[config.mk]
export PLATFORM = sky130hd
export DESIGN_NAME = prs_shift_unit
export DESIGN_NICKNAME = d
export VERILOG_FILES = /design/src/core/prs_pkg.sv /design/src/core/prs_shift_unit.sv
export SDC_FILE = /design/constraint.sdc
export NUM_CORES = 1
export LEC_CHECK = 0
export ABC_AREA = 1
export BUFFER_PORTS_ARGS = -buffer_cell sky130_fd_sc_hd__buf_2
export CAP_MARGIN = 20
export CELL_PAD_IN_SITES_DETAIL_PLACEMENT = 1
export CELL_PAD_IN_SITES_GLOBAL_PLACEMENT = 2
export CORE_ASPECT_RATIO = 2
export CORE_MARGIN = 2
export CORE_UTILIZATION = 29
export DETAILED_ROUTE_END_ITERATION = 10
export PLACE_DENSITY_LB_ADDON = 0.15
export SLEW_MARGIN = 20
export SYNTH_ARGS = -nofsm -noshare
export SYNTH_HDL_FRONTEND = slang
export SYNTH_SLANG_ARGS = --single-unit
[constraint.sdc]
create_clock -name i_core_clk -period 1.7 [get_ports i_core_clk]
set_clock_uncertainty 0.1 [all_clocks]
set_input_delay 0.34 -clock i_core_clk [delete_from_list [all_inputs] [get_ports i_core_clk]]
set_output_delay 0.34 -clock i_core_clk [all_outputs]
set_load 0.005 [all_outputs]
[src/core/prs_pkg.sv]
// Constants for the packed right shift unit: instruction fields, opcodes, result kinds.
// Assumes a 32-bit instruction word in the usual six-field layout.
package prs_pkg;
    // ==========================================
    // Instruction field positions
    localparam int MAJOR_HI     = 31;
    localparam int MAJOR_LO     = 26;
    localparam int SRC_HI       = 25;
    localparam int SRC_LO       = 21;
    localparam int OPND_HI      = 20;
    localparam int OPND_LO      = 16;
    localparam int DEST_HI      = 15;
    localparam int DEST_LO      = 11;
    localparam int SUBOP_HI     = 10;
    localparam int SUBOP_LO     = 6;
    localparam int FUNC_HI      = 5;
    localparam int FUNC_LO      = 0;
    localparam int PH_IMM_ZERO  = 25;
    localparam int PH_IMM_HI    = 24;
    localparam int PH_IMM_LO    = 21;
    localparam int QB_IMM_HI    = 23;
    localparam int QB_IMM_LO    = 21;
    // ==========================================
    // Opcodes
    localparam logic [5:0] OP_EXTENDED_MAJOR = 6'h1F;
    localparam logic [5:0] FN_SHIFT_GROUP    = 6'h13;
    localparam logic [4:0] SUB_ARITH_VAR_RND = 5'h17;
    localparam logic [4:0] SUB_PAIR_IMM      = 5'h19;
    localparam logic [4:0] SUB_PAIR_VAR      = 5'h1B;
    localparam logic [4:0] SUB_QUAD_VAR      = 5'h03;
    localparam logic [4:0] SUB_QUAD_IMM      = 5'h01;
    // ==========================================
    // Result selection
    typedef enum logic [2:0] {
        PRS_NONE      = 3'b000,
        PRS_WORD_RND  = 3'b001,
        PRS_PAIR      = 3'b010,
        PRS_QUAD      = 3'b011
    } prs_kind_type;
endpackage : prs_pkg

[src/core/prs_shift_unit.sv]
// Packed right shift unit: one-cycle datapath for five right-shift instructions.
// Assumes the pipeline presents a decoded instruction word and both operands with a valid strobe.
//
// Function
// - The rounding word shift replicates the operand sign into vacated upper bits.
// - The rounding word shift adds one at the highest discarded bit before writeback.
// - The rounding word shift count is the low five bits of the count source.
// - The rounding word shift builds a 33-bit value, adds one and returns bits 32 to 1.
// - The immediate pair shift is sub-op 11001 with bit 25 zero and count in bits 24 to 21.
// - The pair shifts move each 16-bit lane right by 0 to 15 with zero fill.
// - The quad shifts move each byte right by a three-bit count with zero fill.
// - The variable pair shift is sub-op 11011 and uses the low four count-source bits.
// - The variable quad shift is sub-op 00011 and uses the low three count-source bits.
// - No exception ever depends on operand values or shift counts.
// - Reserved or extension-disabled conditions raise their exception instead of executing.
`timescale 1ns/1ns
module prs_shift_unit (
    input  wire logic        i_core_clk,
    input  wire logic        i_rst,
    input  wire logic        i_valid,
    input  wire logic [31:0] i_instr,
    input  wire logic [31:0] i_shift_count_source,
    input  wire logic [31:0] i_operand_source,
    input  wire logic        i_ext_enable,
    output logic             o_wr_en,
    output logic [4:0]       o_wr_addr,
    output logic [31:0]      o_wr_data,
    output logic             o_reserved_exc,
    output logic             o_ext_disabled_exc
);
    // ==========================================
    // Decode
    logic                  is_group;
    logic [4:0]            subop;
    prs_pkg::prs_kind_type kind;
    logic [4:0]            count;
    logic                  matched;

    always_comb begin
        is_group = (i_instr[prs_pkg::MAJOR_HI:prs_pkg::MAJOR_LO] == prs_pkg::OP_EXTENDED_MAJOR)
                && (i_instr[prs_pkg::FUNC_HI:prs_pkg::FUNC_LO] == prs_pkg::FN_SHIFT_GROUP);
        subop = i_instr[prs_pkg::SUBOP_HI:prs_pkg::SUBOP_LO];
        kind = prs_pkg::PRS_NONE;
        count = 5'h0;
        if (subop == prs_pkg::SUB_ARITH_VAR_RND) begin
            kind = prs_pkg::PRS_WORD_RND;
            count = i_shift_count_source[4:0];
        end else if (subop == prs_pkg::SUB_PAIR_IMM && !i_instr[prs_pkg::PH_IMM_ZERO]) begin
            kind = prs_pkg::PRS_PAIR;
            count = {1'b0, i_instr[prs_pkg::PH_IMM_HI:prs_pkg::PH_IMM_LO]};
        end else if (subop == prs_pkg::SUB_PAIR_VAR) begin
            kind = prs_pkg::PRS_PAIR;
            count = {1'b0, i_shift_count_source[3:0]};
        end else if (subop == prs_pkg::SUB_QUAD_VAR) begin
            kind = prs_pkg::PRS_QUAD;
            count = {2'b00, i_shift_count_source[2:0]};
        end else if (subop == prs_pkg::SUB_QUAD_IMM) begin
            kind = prs_pkg::PRS_QUAD;
            count = {2'b00, i_instr[prs_pkg::QB_IMM_HI:prs_pkg::QB_IMM_LO]};
        end
        matched = is_group && (kind != prs_pkg::PRS_NONE);
    end

    // ==========================================
    // Datapath
    logic [32:0] word_pre;
    logic [32:0] word_sum;
    logic [31:0] pair_res;
    logic [31:0] quad_res;
    logic [31:0] result;

    always_comb begin
        // Shifting the 33-bit extended value by count-1 keeps one discarded bit for rounding.
        if (count == 5'h0) begin
            word_pre = {i_operand_source, 1'b0};
        end else begin
            word_pre = 33'($signed({i_operand_source[31], i_operand_source})
                           >>> (count - 5'h1));
        end
        word_sum = word_pre + 33'h0_0000_0001;
    end

    genvar g;
    generate
        for (g = 0; g < 2; g++) begin : g_pair
            assign pair_res[16*g +: 16] = i_operand_source[16*g +: 16] >> count[3:0];
        end
        for (g = 0; g < 4; g++) begin : g_quad
            assign quad_res[8*g +: 8] = i_operand_source[8*g +: 8] >> count[2:0];
        end
    endgenerate

    always_comb begin
        case (kind)
            prs_pkg::PRS_WORD_RND: result = word_sum[32:1];
            prs_pkg::PRS_PAIR:     result = pair_res;
            prs_pkg::PRS_QUAD:     result = quad_res;
            default:               result = 32'h0000_0000;
        endcase
    end

    // ==========================================
    // Writeback and exceptions
    logic        wr_en_reg, wr_en_next;
    logic [4:0]  wr_addr_reg, wr_addr_next;
    logic [31:0] wr_data_reg, wr_data_next;
    logic        rsv_reg, rsv_next;
    logic        dis_reg, dis_next;

    always_comb begin
        // Exceptions look only at the encoding and enable, never at operand data.
        dis_next = i_valid && matched && !i_ext_enable;
        rsv_next = i_valid && is_group && !matched;
        wr_en_next = i_valid && matched && i_ext_enable;
        wr_addr_next = wr_en_next ? i_instr[prs_pkg::DEST_HI:prs_pkg::DEST_LO] : wr_addr_reg;
        wr_data_next = wr_en_next ? result : wr_data_reg;
    end

    always_ff @(posedge i_core_clk or posedge i_rst) begin
        if (i_rst) begin
            wr_en_reg   <= 1'b0;
            wr_addr_reg <= 5'h0;
            wr_data_reg <= 32'h0000_0000;
            rsv_reg     <= 1'b0;
            dis_reg     <= 1'b0;
        end else begin
            wr_en_reg   <= wr_en_next;
            wr_addr_reg <= wr_addr_next;
            wr_data_reg <= wr_data_next;
            rsv_reg     <= rsv_next;
            dis_reg     <= dis_next;
        end
    end

    assign o_wr_en            = wr_en_reg;
    assign o_wr_addr          = wr_addr_reg;
    assign o_wr_data          = wr_data_reg;
    assign o_reserved_exc     = rsv_reg;
    assign o_ext_disabled_exc = dis_reg;

    // ==========================================
    // Assertions
    // The rounding check is rebuilt as truncate-then-round, a different route from the datapath,
    // so that a slip in the 33-bit trick cannot hide behind an identical copy of itself.
    logic [31:0] chk_trunc;
    logic        chk_rbit;
    logic [3:0]  chk_pair_imm;
    logic [2:0]  chk_quad_imm;

    always_comb begin
        chk_trunc = 32'($signed(i_operand_source) >>> i_shift_count_source[4:0]);
        chk_rbit = i_operand_source[i_shift_count_source[4:0] - 5'h1];
        chk_pair_imm = i_instr[prs_pkg::PH_IMM_HI:prs_pkg::PH_IMM_LO];
        chk_quad_imm = i_instr[prs_pkg::QB_IMM_HI:prs_pkg::QB_IMM_LO];
    end
endmodule : prs_shift_unit

==> results by group, run 1 <==
Routing
  • TritonRoute pass-1 iters: 5
  • Vias/cell: 5.59
  • Via count: 11400
  • ANT nets after route: 0
  • Routed length per instance: 24.9 µm
  • Residual DRC: 0
  • Total length of routed wires: 50600 µm
  • Drt first-iter violations: 642

Global route
  • Global-route wire length before repair: 70400 µm
  • Largest net degree at the start of global routing: 41
  • Initial antenna violation count: 0
  • Total GRT Usage: 36.7%
  • Vias in the first global route: 11900
  • Gr ovfl total: 0

CTS
  • Max clock buf depth: 2
  • CTS tree: done
  • Clk pin slew, worst setup/hold paths: 0.07 ns
  • H-tree depth: 2
  • CTS Buf Count: 5
  • Cts hold-fix bufs: 0
  • Worst skew pair latency: 0.29 ns
  • # clock sinks: 40
  • Clk root buf: clkbuf_16

STA
  • Endpoints failing hold: 0
  • Worst-Margin Slew: 0.552 ns
  • Max Slew Vio Count: 0
  • Worst Hold Margin: 0.0710 ns
  • RSZ-0062 raised after global routing: true
  • Post-Route Setup TNS: -56.63 ns
  • Final setup margin: -1.98 ns
  • Fin crit period: 3.68 ns
  • Final worst-path cycle share: 216%
  • Final setup violating endpoints: 37
  • Slew HR: 63.2%
  • Fmax: 272 MHz

Final layout
  • Layout cells sized above 1: 56.8%
  • Antenna fix cells: 0
  • Fin cells: 2032
  • Synthesis-to-layout area growth: 93.9%
  • Final net count: 1846

Synthesis
  • Area leader, netlist: nand3_1
  • Post-synthesis sequential area ratio: 14.2%
  • Synth Flop Type: dfrtp_1
  • Ys Warns: 0
  • Cell Area, Synth: 0.00705 mm²
  • Cells after Synth: 1274
  • Syn avg cell area: 5.53 µm²
  • Share of the synthesized area in the top cell type: 20.2%
  • Area contributors post-synth: nand3_1, nand2_1, dfrtp_1
  • Post-synth ARST share: 100%
  • Register bit total from synthesis: 40
  • Post-synth EDFFs: 0
  • Synth unique cells: 46
  • Syn Nets: 1376

Placed design
  • Post-detail-place hpwl: 36700 µm
  • Cell count after placement: 1918
  • Routability congestion estimate: 0.995
  • Input/output buffers: 107

Critical path
  • Slowest cell on crit path: ha_4
  • Critical path buffer and inverter count: 7
  • CP startpoint kind: input port
  • Crit-path max FO: 8
  • Crit-path most repeated cell: nand2_2
  • Worst EP required: 1.78 ns
  • Crit-path max cell delay: 0.28 ns
  • R2R Setup Slk: 0.64 ns
  • Top delay family on crit path: simple AND/OR/NAND/NOR gates
  • CP endpoint kind: flip-flop
  • WP data arrival: 3.76 ns
  • Critical path type: input port to flip-flop

Floorplanning
  • Initial core utilization: 29.5%
  • Number of core rows: 80
  • Die Y: 225 µm
  • Core area: 0.0239 mm²
  • Die area: 0.0257 mm²
  • Die width: 114 µm
  • IO Count: 140

Power
  • Leakage power: 6.79 nW
  • PD cells: 536 mW/mm²
  • Total power draw: 7.32 mW
  • VDD IR max: 0.000323 V

Min path
  • Hold Crit Class: input port to asynchronous set/reset pin

Outcome
  • Status: finished with violations
  • Failing checks: setup timing

Run
  • Max Cap Viol: 0
==> area by class of cell <==
| class | instances | area (µm²) |
|---|---|---|
| tap | 287 | 359 |
| clock buffer | 5 | 125 |
| clock inverter | 3 | 46.3 |
| multi-input combinational | 1024 | 7350 |
| inverter | 155 | 631 |
| fill | 3090 | 10300 |
| timing repair inverter | 2 | 20.0 |
| sequential | 40 | 1000 |
| timing repair buffer | 516 | 4130 |
==> path summary, 6_finish.rpt <==
check | startpoint | to | cells after the start
worst max-delay path | i_instr[9] | o_wr_data[13]$_DFFE_PP0P_ | 25
worst min-delay path | i_rst | o_reserved_exc$_DFF_PP0_ | 3
worst max register to register | o_wr_data[22]$_DFFE_PP0P_ | o_wr_data[22]$_DFFE_PP0P_ | 2
worst min register to register | o_wr_addr[2]$_DFFE_PP0P_ | o_wr_addr[2]$_DFFE_PP0P_ | 2
max in group asynchronous | i_rst | o_wr_data[29]$_DFFE_PP0P_ | 3
min in group i_core_clk | i_ext_enable | o_ext_disabled_exc$_DFF_PP0_ | 2
==> stage by stage <==
stage / instance area (µm²) / utilization [%] / setup slack [ns]
after floorplan: 7260 / - / -1.83
after global placement: 10200 / 42.5 / -2.30
after detailed placement: 10200 / 42.5 / -2.28
after CTS: 12600 / 52.7 / -1.71
after global routing: 13700 / 57.1 / -2.03
final: 13700 / 57.1 / -1.98
==> cells by family (layout without fill, tap and decap cells) <==
group                      after synthesis  count (layout)  synth area share [%]
AOI/OAI and AO/OA                      155             155                  13.2
adders and majority gates                2               2                 0.355
buffers and inverters                  210             681                  12.6
DFF                                     40              40                  14.2
muxes                                    1               1                 0.142
and+or+nand+nor                        866             866                  59.5
==> tightest hold or removal path, cell delays in order <==
cell and delay (ns):
buf_2 0.10, inv_1 0.04, buf_4 0.44
==> repair_timing <==
action	in CTS	in global routing
buffers inserted	63	56
endpoints found under the setup margin	37	40
resized for setup	380	189
pin swaps	88	74
gates cloned	7	1
==> registers in the layout, summed over array words and instances (netlist names) <==
signal	count
o_reserved_exc	1
o_wr_addr	5
o_ext_disabled_exc	1
o_wr_data	32
o_wr_en	1
==> layout by cell type (no fill, tap or decap), drive strengths merged, types with 11 or more instances in the layout <==
master / instances
a21boi: 11
a21oi: 28
buf: 512
dfrtp: 40
inv: 158
nand2: 367
nand3: 309
nand4: 14
nor2: 145
o21ai: 70
or2: 21
==> report_power, final <==
group	internal (mW)	total (mW)	switching (mW)
Sequential	0.952	0.952	0.000414
Clock	0.699	1.14	0.440
Combinational	2.17	5.23	3.06
==> metal layers <==
layer  global-route usage, %  vias to the layer above  wire length [µm]
li1                        -                     5142                 -
met1                    35.1                     5476             16600
met2                    68.9                      473             26000
met3                    2.88                      265              1820
met4                    30.9                        0              6150
met5                       0                        -                 0
==> synthesized netlist by cell type, types with 8 or more instances <==
library cell	n
nand2_1	338
a2bb2oi_1	9
nand2_2	18
a21boi_1	11
inv_1	147
o21ai_0	64
nand2_4	10
nand3_1	285
nor2_2	23
buf_6	8
dfrtp_1	40
nor2_4	9
nor2_1	111
clkbuf_1	20
o211ai_1	8
a21oi_1	28
buf_2	14
nand3_2	21
or2_2	21
nand4_1	14
No activity file was read; power rests on OpenSTA's default activity.
==> run 2, diff against run 1 <==
Settings changed: CORE_ASPECT_RATIO 2 to 0.75, CTS_CLUSTER_SIZE set to 20.
==> run 2 against run 1 <==
The flow still finishes with violations (setup timing); power is 1.7% lower; sequential cell count stayed put; register-to-register slack hardly changed; sequential share of layout area hardly changed; count of clock-buffer cells in the layout stayed put; global-route usage is 1.4 points lower; hold slack better by 0.043 ns; largest power group unchanged; critical endpoint is now o_wr_data[9]$_DFFE_PP0P_; final area is 0.49% lower; via count is 0.72% lower; final cell count is 0.44% lower.
==> results by group, run 2 (synthesis gave the netlist of run 1 again) <==
Outcome
  • Status: finished with violations (unchanged)
  • Failing checks: setup timing (unchanged)

Critical path
  • Reg2reg start: o_wr_data[21]$_DFFE_PP0P_ (was o_wr_data[22]$_DFFE_PP0P_)
  • Worst Setup SP: i_instr[7] (was i_instr[9])
  • WP data arrival: 3.53 ns (was 3.76 ns)
  • Worst EP required: 1.76 ns (was 1.78 ns)
  • CP endpoint kind: flip-flop (unchanged)
  • Reg2Reg Depth: 2 (unchanged)
  • Crit-path max FO: 13 (was 8)
  • Critical path type: input port to flip-flop (unchanged)
  • CP startpoint kind: input port (unchanged)

STA
  • Max Slew Vio Count: 0 (unchanged)
  • Fmax: 289 MHz (was 272 MHz)
  • Post-Route Setup TNS: -54.14 ns (was -56.63 ns)
  • RSZ-0062 raised after global routing: true (unchanged)
  • Final worst-path cycle share: 204% (was 216%)
  • Final setup margin: -1.76 ns (was -1.98 ns)
  • Endpoints failing hold: 0 (unchanged)
  • Slew HR: 64.0% (was 63.2%)
  • Fin crit period: 3.46 ns (was 3.68 ns)
  • Worst-Margin Slew: 0.538 ns (was 0.552 ns)
  • Final setup violating endpoints: 40 (was 37)

Global route
  • Total GRT Usage: 35.3% (was 36.7%)
  • Global-route wire length before repair: 67900 µm (was 70400 µm)
  • Initial antenna violation count: 0 (unchanged)
  • Vias in the first global route: 11100 (was 11900)
  • Largest net degree at the start of global routing: 41 (unchanged)
  • Gr ovfl total: 0 (unchanged)

Routing
  • Via count: 11300 (was 11400)
  • Total length of routed wires: 48800 µm (was 50600 µm)
  • Routed length per instance: 24.1 µm (was 24.9 µm)
  • TritonRoute pass-1 iters: 6 (was 5)
  • Drt first-iter violations: 920 (was 642)
  • ANT nets after route: 0 (unchanged)
  • Vias/cell: 5.57 (was 5.59)
  • Residual DRC: 0 (unchanged)

Power
  • Leakage power: 6.67 nW (was 6.79 nW)
  • PD cells: 529 mW/mm² (was 536 mW/mm²)
  • VDD IR max: 0.000394 V (was 0.000323 V)

Floorplanning
  • Core area: 0.0239 mm² (about the same)
  • Die area: 0.0256 mm² (was 0.0257 mm²)
  • IO Count: 140 (unchanged)
  • Number of core rows: 49 (was 80)
  • Initial core utilization: 29.5% (about the same)
  • Die width: 184 µm (was 114 µm)
  • Die Y: 139 µm (was 225 µm)

Final layout
  • Final Cell Area: 0.0136 mm² (was 0.0137 mm²)
  • Synthesis-to-layout area growth: 92.9% (was 93.9%)
  • Register area: 0.00100 mm² (unchanged)
  • Final net count: 1818 (was 1846)
  • Antenna fix cells: 0 (unchanged)
  • Most common cell after layout, fill and taps aside: buf_4 (unchanged)
  • Largest register FFs: 32 (unchanged)
  • Fill cells: 3049 (was 3090)
  • Fin cells: 2023 (was 2032)
  • Most frequent cells in the layout: buf_4, nand2_1, inv_1 (was buf_4, nand2_1, nand3_1)
  • Multi-input gate area: 0.00755 mm² (was 0.00735 mm²)
  • Layout cells sized above 1: 57.3% (was 56.8%)

CTS
  • Worst skew pair latency: 0.28 ns (was 0.29 ns)
  • Clk root buf: clkbuf_16 (unchanged)
  • Max clock buf depth: 2 (unchanged)
  • CTS Buf Count: 5 (unchanged)
  • H-tree depth: 2 (unchanged)
  • CTS tree: done (unchanged)
  • # clock sinks: 40 (unchanged)
  • Clk pin slew, worst setup/hold paths: 0.07 ns (about the same)

Min path
  • Hold depth: 2
  • Hold Crit Class: input port to flip-flop (was input port to asynchronous set/reset pin)
  • Min-Delay Startpoint: i_ext_enable

Placed design
  • Input/output buffers: 107 (unchanged)
  • Cell count after placement: 1928 (was 1918)
  • Post-detail-place hpwl: 35200 µm (was 36700 µm)
  • Routability congestion estimate: 1.00 (was 0.995)
  • Area after DPL: 0.0101 mm² (was 0.0102 mm²)

Run
  • Max Cap Viol: 0 (unchanged)
-- run 2: cell count changes in the layout (fill, tap and decap cells not counted), moves of 4 or more --
cell     delta
buf_4      -19
buf_6       -9
inv_4       -6
nand2_1     +6
nand2_2     +4
nand2_4     -9
nand3_1    -26
nand3_2     +4
nand3_4    +22
nor2_2     +12
nor2_4      -9
-- run 2: layout make-up --
type / count / share of cell area [%]
clock buffer: 5 / 0.920
clock inverter: 3 / 0.350
inverter: 155 / 4.55
multi-input combinational: 1025 / 55.5
sequential: 40 / 7.36
tap: 306 / 2.81
timing repair buffer: 487 / 28.3
timing repair inverter: 2 / 0.193
-- run 2: through the flow --
| step | hold slack [ns] | worst slack (ns) | utilization, % | total power, mW |
|---|---|---|---|---|
| CTS | 0.111 | -1.60 | 51.4 | 6.34 |
| global placement | 0.279 | -2.19 | 42.4 | 4.40 |
| floorplan | 0.306 | -1.83 | - | 2.71 |
| global route | 0.118 | -1.84 | 56.9 | 7.51 |
| detailed placement | 0.289 | -2.23 | 42.4 | 4.43 |
| finish | 0.114 | -1.76 | 56.9 | 7.20 |
-- run 2: worst paths after layout --
kind | end | slack (ns)
max reg2reg | o_wr_data[21]$_DFFE_PP0P_ | 0.64
min reg2reg | o_wr_addr[4]$_DFFE_PP0P_ | 0.38
min in group asynchronous | o_wr_data[18]$_DFFE_PP0P_ | 0.52
max in group asynchronous | o_wr_en$_DFF_PP0_ | 0.76
min | o_ext_disabled_exc$_DFF_PP0_ | 0.11
max | o_wr_data[9]$_DFFE_PP0P_ | -1.76
-- run 2: worst max-delay path: stages --
cell	delay, ns
buf_8	0.10
inv_4	0.05
nand2_2	0.04
nor2_2	0.10
nand2_1	0.09
nand2_2	0.14
nand2_2	0.08
nand2_4	0.06
inv_2	0.05
ha_4	0.30
buf_4	0.13
buf_12	0.15
nand3_1	0.13
nand3_1	0.16
nand3_1	0.14
nand3_2	0.15
nand3_2	0.12
buf_4	0.18
nor2_4	0.15
nand2_2	0.13
nor2_4	0.21
nand2_2	0.09
o211ai_1	0.31
a21boi_1	0.11
-- run 2: per-layer routing --
layer / global-route usage, % / part of all wire, % / up-vias / wire length [µm]
met4: 8.67 / 3.3 / 0 / 1590
met1: 47.8 / 43 / 5572 / 21100
met3: 10.4 / 9.3 / 109 / 4560
met5: 0 / 0 / - / 0
met2: 55.0 / 44 / 479 / 21500
li1: - / - / 5114 / -
-- run 2: what timing repair did --
item / CTS / global route
buffers inserted: 44 / 37
hold endpoints to repair: 40 / 0
pin swaps: 100 / 91
gates resized for setup: 342 / 230
endpoints found under the setup margin: 39 / 40
hold buffers: 1 / 0
gates cloned: 7 / 1
-- run 2: power by group --
part	internal (mW)	leakage, nW	switching [mW]	total [mW]
sequential	0.952	0.559	0.000459	0.953
combinational	2.07	6.02	3.07	5.14
clock	0.698	0.0840	0.409	1.11
total	3.72	6.67	3.48	7.20
